$ cat src/inc/ppm_pkg.sv
package ppm_pkg;
   // Register byte addresses on the APB slave.
   localparam logic [7:0] ADDR_P1_DIR   = 8'h00;
   localparam logic [7:0] ADDR_P3_DIR   = 8'h04;
   localparam logic [7:0] ADDR_P4_DIR   = 8'h08;
   localparam logic [7:0] ADDR_PULLUP_L = 8'h0C;
   localparam logic [7:0] ADDR_PULLUP_H = 8'h10;
   localparam logic [7:0] ADDR_DRIVE    = 8'h14;
   localparam logic [7:0] ADDR_PERIPH   = 8'h18;
   localparam logic [7:0] ADDR_CLOCK    = 8'h1C;
   localparam logic [7:0] ADDR_PIN_IN   = 8'h20;
   localparam logic [7:0] ADDR_PIN_OUT  = 8'h24;
   // Peripheral control field positions.
   localparam int S0_MODE_LO = 0;
   localparam int S0_MODE_HI = 2;
   localparam int S0_SERIAL_CLOCK_DIRECTION   = 3;
   localparam int S0_OD      = 4;
   localparam int S1_MODE_LO = 5;
   localparam int S1_MODE_HI = 7;
   localparam int S1_OD      = 8;
   localparam int S1_TXEN    = 9;
   localparam int TX_MODE_LO = 10;
   localparam int TX_MODE_HI = 11;
   localparam int TX_OE      = 12;
   localparam int TZ_MODE_LO = 13;
   localparam int TZ_MODE_HI = 14;
   localparam int TZ_OCTL    = 15;
   localparam int TY_MODE1   = 16;
   localparam int IRQ0_EN    = 17;
   localparam int PERIPH_W   = 18;
   // Clock control bit positions.
   localparam int OSC_SEL    = 0;
   localparam int CLK_STOP   = 1;
   localparam int MAIN_DIS   = 2;
   // Field codes.
   localparam logic [1:0] MODE2_NONE  = 2'b00;
   localparam logic [1:0] MODE2_01    = 2'b01;
   localparam logic [2:0] S0_CLKOUT   = 3'b010;
   localparam logic [7:0] DIR_RESET   = 8'h00;
   localparam logic [7:0] ZERO8       = 8'h00;

   // Pin decode result for one pin.
   typedef struct packed {
      logic out_en;
      logic out_val;
      logic high_drive;
      logic open_drain;
      logic pull_up;
   } ppm_pin_t;

   // Crystal pin circuit state.
   typedef struct packed {
      logic osc_buffer;
      logic feedback;
      logic ext_clock;
      logic xout_high;
      logic port_mode;
   } ppm_xtal_t;
endpackage : ppm_pkg

$ cat src/ppm_pin_cell.sv
`timescale 1ns/1ps
// One pin: chooses peripheral or port drive and registers the result.
module ppm_pin_cell
   import ppm_pkg::*;
(
   input  wire logic          pclk,
   input  wire logic          presetn,
   input  wire logic          dir_out,
   input  wire logic          pull_grp,
   input  wire logic          hi_drv,
   input  wire logic          port_val,
   input  wire logic          periph_en,
   input  wire logic          periph_val,
   input  wire logic          periph_od,
   output ppm_pkg::ppm_pin_t  pin_q
);
   ppm_pin_t pin_d;

   // A peripheral output wins over the direction bit.
   always_comb begin
      pin_d            = '0;
      pin_d.high_drive = hi_drv;
      if (periph_en) begin
         pin_d.open_drain = periph_od;
         pin_d.out_val    = periph_val;
         // Open-drain releases the wire for a one.
         pin_d.out_en     = periph_od ? ~periph_val : 1'b1;
      end else begin
         pin_d.out_en  = dir_out;
         pin_d.out_val = port_val;
         pin_d.pull_up = pull_grp & ~dir_out;
      end
   end

   // Registered so that every pin output comes from a flip-flop.
   always_ff @(posedge pclk or negedge presetn) begin
      if (!presetn) begin
         pin_q <= '0;
      end else begin
         pin_q <= pin_d;
      end
   end
endmodule : ppm_pin_cell

$ cat src/ppm_port_mux.sv
// Decided for this implementation: the register addresses and the APB slave port.
`timescale 1ns/1ps
// Pin function mux with APB register file.
module ppm_port_mux
   import ppm_pkg::*;
(
   input  wire logic          pclk,
   input  wire logic          presetn,
   input  wire logic          psel,
   input  wire logic          penable,
   input  wire logic          pwrite,
   input  wire logic [7:0]    paddr,
   input  wire logic [31:0]   pwdata,
   output logic      [31:0]   prdata,
   output logic               pready,
   output logic               pslverr,
   input  wire logic [15:0]   pin_in,
   input  wire logic          xin_in,
   input  wire logic          serial0_tx,
   input  wire logic          serial0_clk_int,
   input  wire logic          serial1_tx,
   input  wire logic          counter_a_out,
   input  wire logic          counter_b_out,
   input  wire logic          timer_z_out,
   output logic               serial0_receive,
   output logic               serial0_clock,
   output logic               serial1_receive,
   output logic               irq_zero,
   output logic               irq_one,
   output logic               irq_two,
   output logic               irq_three,
   output logic               timer_c_capture_in,
   output logic               counter_a_in,
   output logic               counter_b_in,
   output logic               ext_clock_in,
   output ppm_pkg::ppm_pin_t [15:0] pin_q,
   output ppm_pkg::ppm_xtal_t xtal_q
);
   // Pin index map: 0..3 port1 bits 4..7, 4..7 port3 bits 0..3, 8 port3 bit 7,
   // 9 port4 bit 5, 10..15 unused and parked as inputs.
   localparam int NPIN = 16;

   // Software-visible registers, one aligned word each, then the pin and crystal input synchronisers.
   logic [7:0]          port1_direction_q;
   logic [7:0]          port3_direction_q;
   logic [7:0]          port4_direction_q;
   logic [7:0]          pullup_control_low_q;
   logic [7:0]          pullup_control_high_q;
   logic [7:0]          port1_drive_strength_q;
   logic [PERIPH_W-1:0] periph_q;
   logic [2:0]          clock_ctl_q;
   logic [15:0]         port_out_q;
   logic [15:0]         sync1_q;
   logic [15:0]         sync2_q;
   logic [1:0]          xin_sync_q;

   // Bus decode and read path.
   logic                wr_en;
   logic                rd_en;
   logic                addr_ok;
   logic [31:0]         rdata_d;

   // Per-pin control vectors, indexed by the pin map above.
   logic [NPIN-1:0]     dir_v;
   logic [NPIN-1:0]     pull_v;
   logic [NPIN-1:0]     hd_v;
   logic [NPIN-1:0]     pen_v;
   logic [NPIN-1:0]     pval_v;
   logic [NPIN-1:0]     pod_v;

   // Decoded peripheral fields.
   logic [2:0]          s0_mode;
   logic [2:0]          s1_mode;
   logic [1:0]          tx_mode;
   logic [1:0]          tz_mode;
   logic                s0_tx_mode;
   logic                s1_tx_mode;
   logic                s0_idle;
   logic                s1_idle;
   logic                rx0_route;
   logic                ck0_route;
   logic                cnt_a_route;
   logic                cnt_b_route;
   logic                tc_route;
   logic                rx1_route;
   logic                irq0_route;
   logic                ext_clk_mode;

   // Field views of the peripheral control register.
   assign s0_mode    = periph_q[S0_MODE_HI:S0_MODE_LO];
   assign s1_mode    = periph_q[S1_MODE_HI:S1_MODE_LO];
   assign tx_mode    = periph_q[TX_MODE_HI:TX_MODE_LO];
   assign tz_mode    = periph_q[TZ_MODE_HI:TZ_MODE_LO];
   // Transmit modes are 1X or X1 on the two mode bits that matter.
   assign s0_tx_mode = s0_mode[2] | s0_mode[0];
   assign s1_tx_mode = s1_mode[2] | s1_mode[0];
   assign s0_idle    = ~s0_tx_mode;
   assign s1_idle    = ~s1_tx_mode;

   // APB decode; zero wait states, so pready is high from the first edge after reset.
   assign wr_en = psel & penable & pwrite;
   assign rd_en = psel & ~penable & ~pwrite;
   always_comb begin
      addr_ok = 1'b1;
      rdata_d = '0;
      unique case (paddr)
         ADDR_P1_DIR:   rdata_d[7:0] = port1_direction_q;
         ADDR_P3_DIR:   rdata_d[7:0] = port3_direction_q;
         ADDR_P4_DIR:   rdata_d[7:0] = port4_direction_q;
         ADDR_PULLUP_L: rdata_d[7:0] = pullup_control_low_q;
         ADDR_PULLUP_H: rdata_d[7:0] = pullup_control_high_q;
         ADDR_DRIVE:    rdata_d[7:0] = port1_drive_strength_q;
         ADDR_PERIPH:   rdata_d[PERIPH_W-1:0] = periph_q;
         ADDR_CLOCK:    rdata_d[2:0] = clock_ctl_q;
         ADDR_PIN_IN:   rdata_d[15:0] = sync2_q;
         ADDR_PIN_OUT:  rdata_d[15:0] = port_out_q;
         default:       addr_ok = 1'b0;
      endcase
   end

   // Register writes; direction bits clear on reset so pins start as inputs.
   always_ff @(posedge pclk or negedge presetn) begin
      if (!presetn) begin
         port1_direction_q      <= DIR_RESET;
         port3_direction_q      <= DIR_RESET;
         port4_direction_q      <= DIR_RESET;
         pullup_control_low_q   <= ZERO8;
         pullup_control_high_q  <= ZERO8;
         port1_drive_strength_q <= ZERO8;
         periph_q               <= '0;
         clock_ctl_q            <= '0;
         port_out_q             <= '0;
      end else if (wr_en && addr_ok) begin
         unique case (paddr)
            ADDR_P1_DIR:   port1_direction_q      <= pwdata[7:0];
            ADDR_P3_DIR:   port3_direction_q      <= pwdata[7:0];
            ADDR_P4_DIR:   port4_direction_q      <= pwdata[7:0];
            ADDR_PULLUP_L: pullup_control_low_q   <= pwdata[7:0];
            ADDR_PULLUP_H: pullup_control_high_q  <= pwdata[7:0];
            ADDR_DRIVE:    port1_drive_strength_q <= pwdata[7:0];
            ADDR_PERIPH:   periph_q               <= pwdata[PERIPH_W-1:0];
            ADDR_CLOCK:    clock_ctl_q            <= pwdata[2:0];
            ADDR_PIN_OUT:  port_out_q             <= pwdata[15:0];
            // The pin input word is read only, so a write to it changes nothing.
            default:       port_out_q             <= port_out_q;
         endcase
      end
   end

   // Read data is captured in setup so it stands through the access phase.
   // The error flag is taken at the same edge, so it too stands while penable is high.
   always_ff @(posedge pclk or negedge presetn) begin
      if (!presetn) begin
         prdata  <= '0;
         pready  <= 1'b0;
         pslverr <= 1'b0;
      end else begin
         pready  <= 1'b1;
         pslverr <= psel & ~penable & ~addr_ok;
         if (rd_en) begin
            prdata <= rdata_d;
         end
      end
   end

   // Pins come from outside the clock domain, so two flip-flops first.
   // Only the second stage is read anywhere, so a metastable first stage never leaks.
   always_ff @(posedge pclk or negedge presetn) begin
      if (!presetn) begin
         sync1_q    <= '0;
         sync2_q    <= '0;
         xin_sync_q <= '0;
      end else begin
         sync1_q    <= pin_in;
         sync2_q    <= sync1_q;
         xin_sync_q <= {xin_sync_q[0], xin_in};
      end
   end

   // Per-pin direction, pull group and drive, with peripheral claims.
   always_comb begin
      dir_v  = '0;
      pull_v = '0;
      hd_v   = '0;
      pen_v  = '0;
      pval_v = '0;
      pod_v  = '0;
      dir_v[3:0] = port1_direction_q[7:4];
      dir_v[7:4] = port3_direction_q[3:0];
      dir_v[8]   = port3_direction_q[7];
      dir_v[9]   = port4_direction_q[5];
      // Port1 high nibble is group 3; port3 low nibble group 6, bit 7 group 7.
      pull_v[3:0] = {4{pullup_control_low_q[3]}};
      pull_v[7:4] = {4{pullup_control_low_q[6]}};
      pull_v[8]   = pullup_control_low_q[7];
      pull_v[9]   = pullup_control_high_q[1];
      // Only port1 has the high-drive transistor.
      // Other pins have no drive control, so their bit stays low.
      hd_v[3:0]  = port1_drive_strength_q[7:4];
      // Serial-0 transmit.
      pen_v[0]  = s0_tx_mode;
      pval_v[0] = serial0_tx;
      pod_v[0]  = periph_q[S0_OD];
      // Serial-0 clock out only when mode bit 2, mode bit 0 and the clock direction bit read 010.
      pen_v[2]  = ({s0_mode[2], s0_mode[0], periph_q[S0_SERIAL_CLOCK_DIRECTION]} == S0_CLKOUT);
      pval_v[2] = serial0_clk_int;
      // Counter-A on the port1 pin.
      pen_v[3]  = (tx_mode == MODE2_01);
      pval_v[3] = counter_a_out;
      // Second counter-A pin.
      pen_v[4]  = periph_q[TX_OE];
      pval_v[4] = counter_a_out;
      // Timer-Z output.
      pen_v[5]  = tz_mode[1] | ((tz_mode == MODE2_01) & ~periph_q[TZ_OCTL]);
      pval_v[5] = timer_z_out;
      // Counter-B output.
      pen_v[6]  = periph_q[TY_MODE1] & ~periph_q[TZ_OCTL];
      pval_v[6] = counter_b_out;
      // Serial-1 shared pin transmits only with its pin enable.
      pen_v[8]  = periph_q[S1_TXEN] & s1_tx_mode;
      pval_v[8] = serial1_tx;
      pod_v[8]  = periph_q[S1_OD];
   end

   // One cell per pin; a generate keeps the pins identical.
   // Unused cells are kept so that every pin entry has a defined reset value.
   for (genvar i = 0; i < NPIN; i++) begin : g_pin
      ppm_pin_cell u_cell (
         .pclk       (pclk),
         .presetn    (presetn),
         .dir_out    (dir_v[i]),
         .pull_grp   (pull_v[i]),
         .hi_drv     (hd_v[i]),
         .port_val   (port_out_q[i]),
         .periph_en  (pen_v[i]),
         .periph_val (pval_v[i]),
         .periph_od  (pod_v[i]),
         .pin_q      (pin_q[i])
      );
   end

   // Routing conditions for the peripheral inputs. A pulled-up pin is left out on
   // purpose: only the unpulled input settings hand the pin level to a peripheral.
   assign rx0_route    = ~dir_v[1] & ~pull_v[1];
   assign ck0_route    = ~dir_v[2] & ~pull_v[2] & periph_q[S0_SERIAL_CLOCK_DIRECTION];
   assign cnt_a_route  = ~dir_v[3] & ~pull_v[3] & ~pen_v[3];
   assign cnt_b_route  = ~dir_v[6] & ~pull_v[6] & ~pen_v[6];
   assign tc_route     = ~dir_v[7] & ~pull_v[7];
   assign rx1_route    = ~periph_q[S1_TXEN] & ~dir_v[8] & ~pull_v[8] & ~s1_idle;
   assign irq0_route   = ~dir_v[9] & ~pull_v[9] & periph_q[IRQ0_EN];
   assign ext_clk_mode = clock_ctl_q[OSC_SEL] & ~clock_ctl_q[CLK_STOP]
                         & clock_ctl_q[MAIN_DIS];

   // Peripheral inputs: only unpulled inputs feed a peripheral, else idle high; ext_clock_in idles low.
   // Idle high looks like a released line, so no receiver sees a false start bit.
   always_ff @(posedge pclk or negedge presetn) begin
      if (!presetn) begin
         serial0_receive    <= 1'b1;
         serial0_clock      <= 1'b1;
         serial1_receive    <= 1'b1;
         irq_zero           <= 1'b1;
         irq_one            <= 1'b1;
         irq_two            <= 1'b1;
         irq_three          <= 1'b1;
         timer_c_capture_in <= 1'b1;
         counter_a_in       <= 1'b1;
         counter_b_in       <= 1'b1;
         ext_clock_in       <= 1'b0;
      end else begin
         serial0_receive    <= rx0_route ? sync2_q[1] : 1'b1;
         serial0_clock      <= ck0_route ? sync2_q[2] : 1'b1;
         irq_one            <= cnt_a_route ? sync2_q[3] : 1'b1;
         counter_a_in       <= cnt_a_route ? sync2_q[3] : 1'b1;
         irq_two            <= cnt_b_route ? sync2_q[6] : 1'b1;
         counter_b_in       <= cnt_b_route ? sync2_q[6] : 1'b1;
         irq_three          <= tc_route ? sync2_q[7] : 1'b1;
         timer_c_capture_in <= tc_route ? sync2_q[7] : 1'b1;
         serial1_receive    <= rx1_route ? sync2_q[8] : 1'b1;
         irq_zero           <= irq0_route ? sync2_q[9] : 1'b1;
         ext_clock_in       <= ext_clk_mode ? xin_sync_q[1] : 1'b0;
      end
   end

   // Crystal circuit: port mode wins, then stop, then external clock, then oscillation.
   // Only port mode is set at reset, so both crystal pins start as plain inputs.
   always_ff @(posedge pclk or negedge presetn) begin
      if (!presetn) begin
         xtal_q <= '0;
         xtal_q.port_mode <= 1'b1;
      end else begin
         xtal_q <= '0;
         if (!clock_ctl_q[OSC_SEL]) begin
            xtal_q.port_mode <= 1'b1;
         end else if (clock_ctl_q[CLK_STOP]) begin
            xtal_q.port_mode <= 1'b0;
         end else if (clock_ctl_q[MAIN_DIS]) begin
            xtal_q.feedback  <= 1'b1;
            xtal_q.ext_clock <= 1'b1;
            xtal_q.xout_high <= 1'b1;
         end else begin
            xtal_q.osc_buffer <= 1'b1;
            xtal_q.feedback   <= 1'b1;
         end
      end
   end
endmodule : ppm_port_mux
$ cat config.mk
export PLATFORM = sky130hd
export DESIGN_NAME = ppm_port_mux
export DESIGN_NICKNAME = d
export VERILOG_FILES = /design/src/inc/ppm_pkg.sv /design/src/ppm_pin_cell.sv /design/src/ppm_port_mux.sv
export SDC_FILE = /design/constraint.sdc
export NUM_CORES = 1
export LEC_CHECK = 0
export ABC_AREA = 1
export BUFFER_PORTS_ARGS = -buffer_cell sky130_fd_sc_hd__buf_2
export CAP_MARGIN = 20
export CELL_PAD_IN_SITES_DETAIL_PLACEMENT = 0
export CELL_PAD_IN_SITES_GLOBAL_PLACEMENT = 2
export CORE_MARGIN = 8
export CORE_UTILIZATION = 29
export DETAILED_ROUTE_END_ITERATION = 10
export PLACE_DENSITY = 0.72
export SYNTH_ARGS = -nofsm -noshare
export SYNTH_HDL_FRONTEND = slang
export SYNTH_SLANG_ARGS = --single-unit
$ cat constraint.sdc
create_clock -name pclk -period 1 [get_ports pclk]
set_input_delay 0.05 -clock pclk [delete_from_list [all_inputs] [get_ports pclk]]
set_output_delay 0.05 -clock pclk [all_outputs]
set_load 0.01 [all_outputs]
==> results.sh <==
export IMPL_status="complete, but fails checks"
export IMPL_violations="setup timing"
export IMPL_synth_distinct_cells=35
export IMPL_synth_compound_area_share_pct=0.813
export IMPL_drt_iter0_drc=460
export IMPL_yosys_area_share_simple_pct=30.5
export IMPL_first_global_vias=7451
export IMPL_cts_sinks=193
export IMPL_cpPeakStageDelay_ns=0.55
export IMPL_hold_viol=0
export IMPL_finalCritPeriodShare_pct=115
export IMPL_ios=198
export IMPL_hold_path_class="in2reg"
export IMPL_synth_warnings=0
export IMPL_dpl_hpwl_um=20300
export IMPL_crit_type="reg2out"
export IMPL_drive_gt1_share_pct=44.2
export IMPL_via_per_inst=4.42
export IMPL_endpoint_kind="output port"
export IMPL_path_delay_family="flip-flops"
export IMPL_synthXorXnorAreaFrac_pct=0
export IMPL_areaGrowthSynthToFinish_pct=52.5
export IMPL_cts_root_buf="clkbuf_16"
export IMPL_slew_viol_final=0
export IMPL_cts_buffer_depth=2
export IMPL_critical_path_required_ns=0.95
export IMPL_cp_depth=1
export IMPL_totalWireLength_um=28600
export IMPL_setup_ws_ns=-0.149
export IMPL_endpoint="counter_b_in"
export IMPL_instances_no_fill=1663
export IMPL_antenna_found_initial=0
export IMPL_synthMostInstantiatedCell="nand2_1"
export IMPL_avgSynthCellArea_sq_um=9.11
export IMPL_synth_edff_count=0
export IMPL_grt_setup_unrepaired="yes"
export IMPL_path_max_fanout=2
export IMPL_critPathLaunch="counter_b_in"
export IMPL_synth_seq_cells=193
export IMPL_postSynthCellCount=929
export IMPL_ant_nets=0
export IMPL_die_h_um=187
export IMPL_dieWidth_um=187
export IMPL_dieArea_sq_um=34900
export IMPL_p_per_area_nw_per_um2=1240
export IMPL_num_vias=7352
export IMPL_synth_commonest_cells="314 x nand2_1, 185 x dfrtp_1, 84 x nand4_1, 70 x nand3_1, 58 x nor2_1"
export IMPL_n_fill_cell=2776
export IMPL_finalSetupViolCount=104
export IMPL_worstRegToRegCells=4
export IMPL_io_buffers=131
export IMPL_clk_latency_ns=0.45
export IMPL_power_mw=16.0
export IMPL_tns_ns=-3.16
export IMPL_fp_row_count=62
export IMPL_netlist_area_leader_share_pct=54.7
export IMPL_cts_inserted_buffers=17
export IMPL_reg2reg_from="periph_q[0]"
export IMPL_synthFlopType="dfrtp_1"
export IMPL_overflow=0
export IMPL_clk_pin_slew_ns=0.08
export IMPL_path_buf_inv=1
export IMPL_yosys_top_cells_area="dfrtp_1 55%, nand2_1 14%, nand4_1 6.2%"
export IMPL_synth_top_area_cell="dfrtp_1"
export IMPL_cts_tree="yes"
export IMPL_finalWorstPathRequiredPeriod_ns=1.15
export IMPL_netlist_area_sq_um=8460
export IMPL_synth_adder_area_share_pct=0
export IMPL_antennaDiodeCount=0
export IMPL_firstDrtPassIters=4
export IMPL_async_flop_share_pct=100
export IMPL_initial_core_util_pct=29.5
export IMPL_cap_viol_max_count=0
export IMPL_whs_ns=0.0257
export IMPL_drcViolationCount=0
export IMPL_wl_per_cell_um=17.2
export IMPL_crit_arrival_ns=1.10
export IMPL_r2r_setup_slack_ns=-0.08
export IMPL_p_leak_nw=6.83
export IMPL_core_area_sq_um=28700
export IMPL_irDropWorstVdd_uv=1190
export IMPL_slowest_stage="dfstp_2"
export IMPL_numPlacedInstances=1533
export IMPL_worst_clock_skew_ns=0.00988
export IMPL_ys_seq_area_share_pct=57.2
export IMPL_fin_nets=1334
export IMPL_synth_top_family_by_area="simple AND/OR/NAND/NOR gates"
export IMPL_worstPathCellList="buf_6"
export IMPL_grt_pass1_wl_um=43500
export IMPL_grt_max_degree=31
export IMPL_worstSetupStartpointType="flop"
export IMPL_fmax_mhz=870
export IMPL_track_usage_pct=15.9
export IMPL_htreeDepth=4
export IMPL_r2r_end="g_pin[2].u_cell.pin_q[3]"
export IMPL_muxShareOfSynthArea_pct=0.665
export IMPL_place_gp_congestion=0.815
## through the flow
step           instance area, sq um  setup slack [ns]  utilization (%)
2_1_floorplan                  8760            -0.201                -
3_3_place_gp                  10300            -0.493             36.0
3_5_place_dp                  10300            -0.527             36.0
4_1_cts                       11600            -0.176             40.5
5_1_grt                       12900            -0.200             45.0
6_report                      12900            -0.149             45.0
## cell type report
type	instances	area, sq um	area share (%)
Clock inverter	15	169	1.31
Inverter	56	218	1.69
Tap cell	384	480	3.72
Multi-Input combinational cell	634	3600	27.9
Timing Repair Buffer	364	3170	24.5
Sequential cell	193	4840	37.5
Clock buffer	17	425	3.30
## flip-flops by register name, summed over array words and instances (netlist names), 2 cells and up
register	count
xtal_q	4
pullup_control_low_q	8
periph_q	18
xin_sync_q	2
prdata	18
port4_direction_q	8
port1_drive_strength_q	8
sync1_q	16
pullup_control_high_q	8
g_pin.u_cell.pin_q	42
port1_direction_q	8
port3_direction_q	8
clock_ctl_q	3
port_out_q	16
sync2_q	16
## layout by cell type (no fill, tap or decap), drive strengths merged
master,netlist,routed
and3,1,1
dlygate4sd3,0,43
or2,2,2
nor3b,1,1
nand2,325,328
clkbuf,9,23
conb,2,53
o21ai,6,6
inv,54,61
o211ai,3,3
nand4,84,84
nor3,5,5
dfstp,8,8
clkinv,2,10
a31oi,1,1
buf,92,315
dfrtp,185,185
mux2,5,5
nor2,68,68
a21oi,2,2
nand3,72,73
or3,2,2
## power by group
part           internal (mW)  switching [mW]  total [mW]
clock                   3.36            3.45        6.81
combinational          0.504           0.745        1.25
sequential              7.90          0.0360        7.93
## logic make-up after synthesis
logic type      count (synthesis)
simple gates                  560
other cells                     2
flops                         193
compound gates                 12
buf+inv                       157
mux                             5
## how the worst min path moves through the flow
| stage | start | to | cells past startpoint |
|---|---|---|---|
| 2_1_floorplan | presetn | clock_ctl_q[0] | 0 |
| 3_3_place_gp | presetn | port1_drive_strength_q[3] | 1 |
| 3_5_place_dp | presetn | port1_drive_strength_q[0] | 1 |
| 4_1_cts | psel | pslverr | 4 |
| 5_1_grt | psel | pslverr | 4 |
| 6_report | psel | pslverr | 4 |
## routing by layer
layer  up-vias  track usage, %  wire, um
met5         -               0         0
met4         0            5.19       436
met3        30            2.74      1220
met2       195            24.1     13000
met1      3541            22.6     13900
li1       3586               -         -
## what timing repair did
item | in CTS | in global routing
hold buffers | 43 | 0
buffers inserted | 12 | 33
pin swaps | 29 | 76
gates cloned | 0 | 10
setup endpoints to repair | 165 | 188
gates resized for setup | 48 | 224
endpoints found under the hold margin | 278 | 0
## worst reg2reg max path, delay by kind of cell, from the launching register on
kind,cells,cell delay (ns)
buffers and inverters,1,0.05
and+or+nand+nor,2,0.17
muxes,1,0.30
DFF,1,0.45
Note: power is estimated with default switching activity, not from simulation.
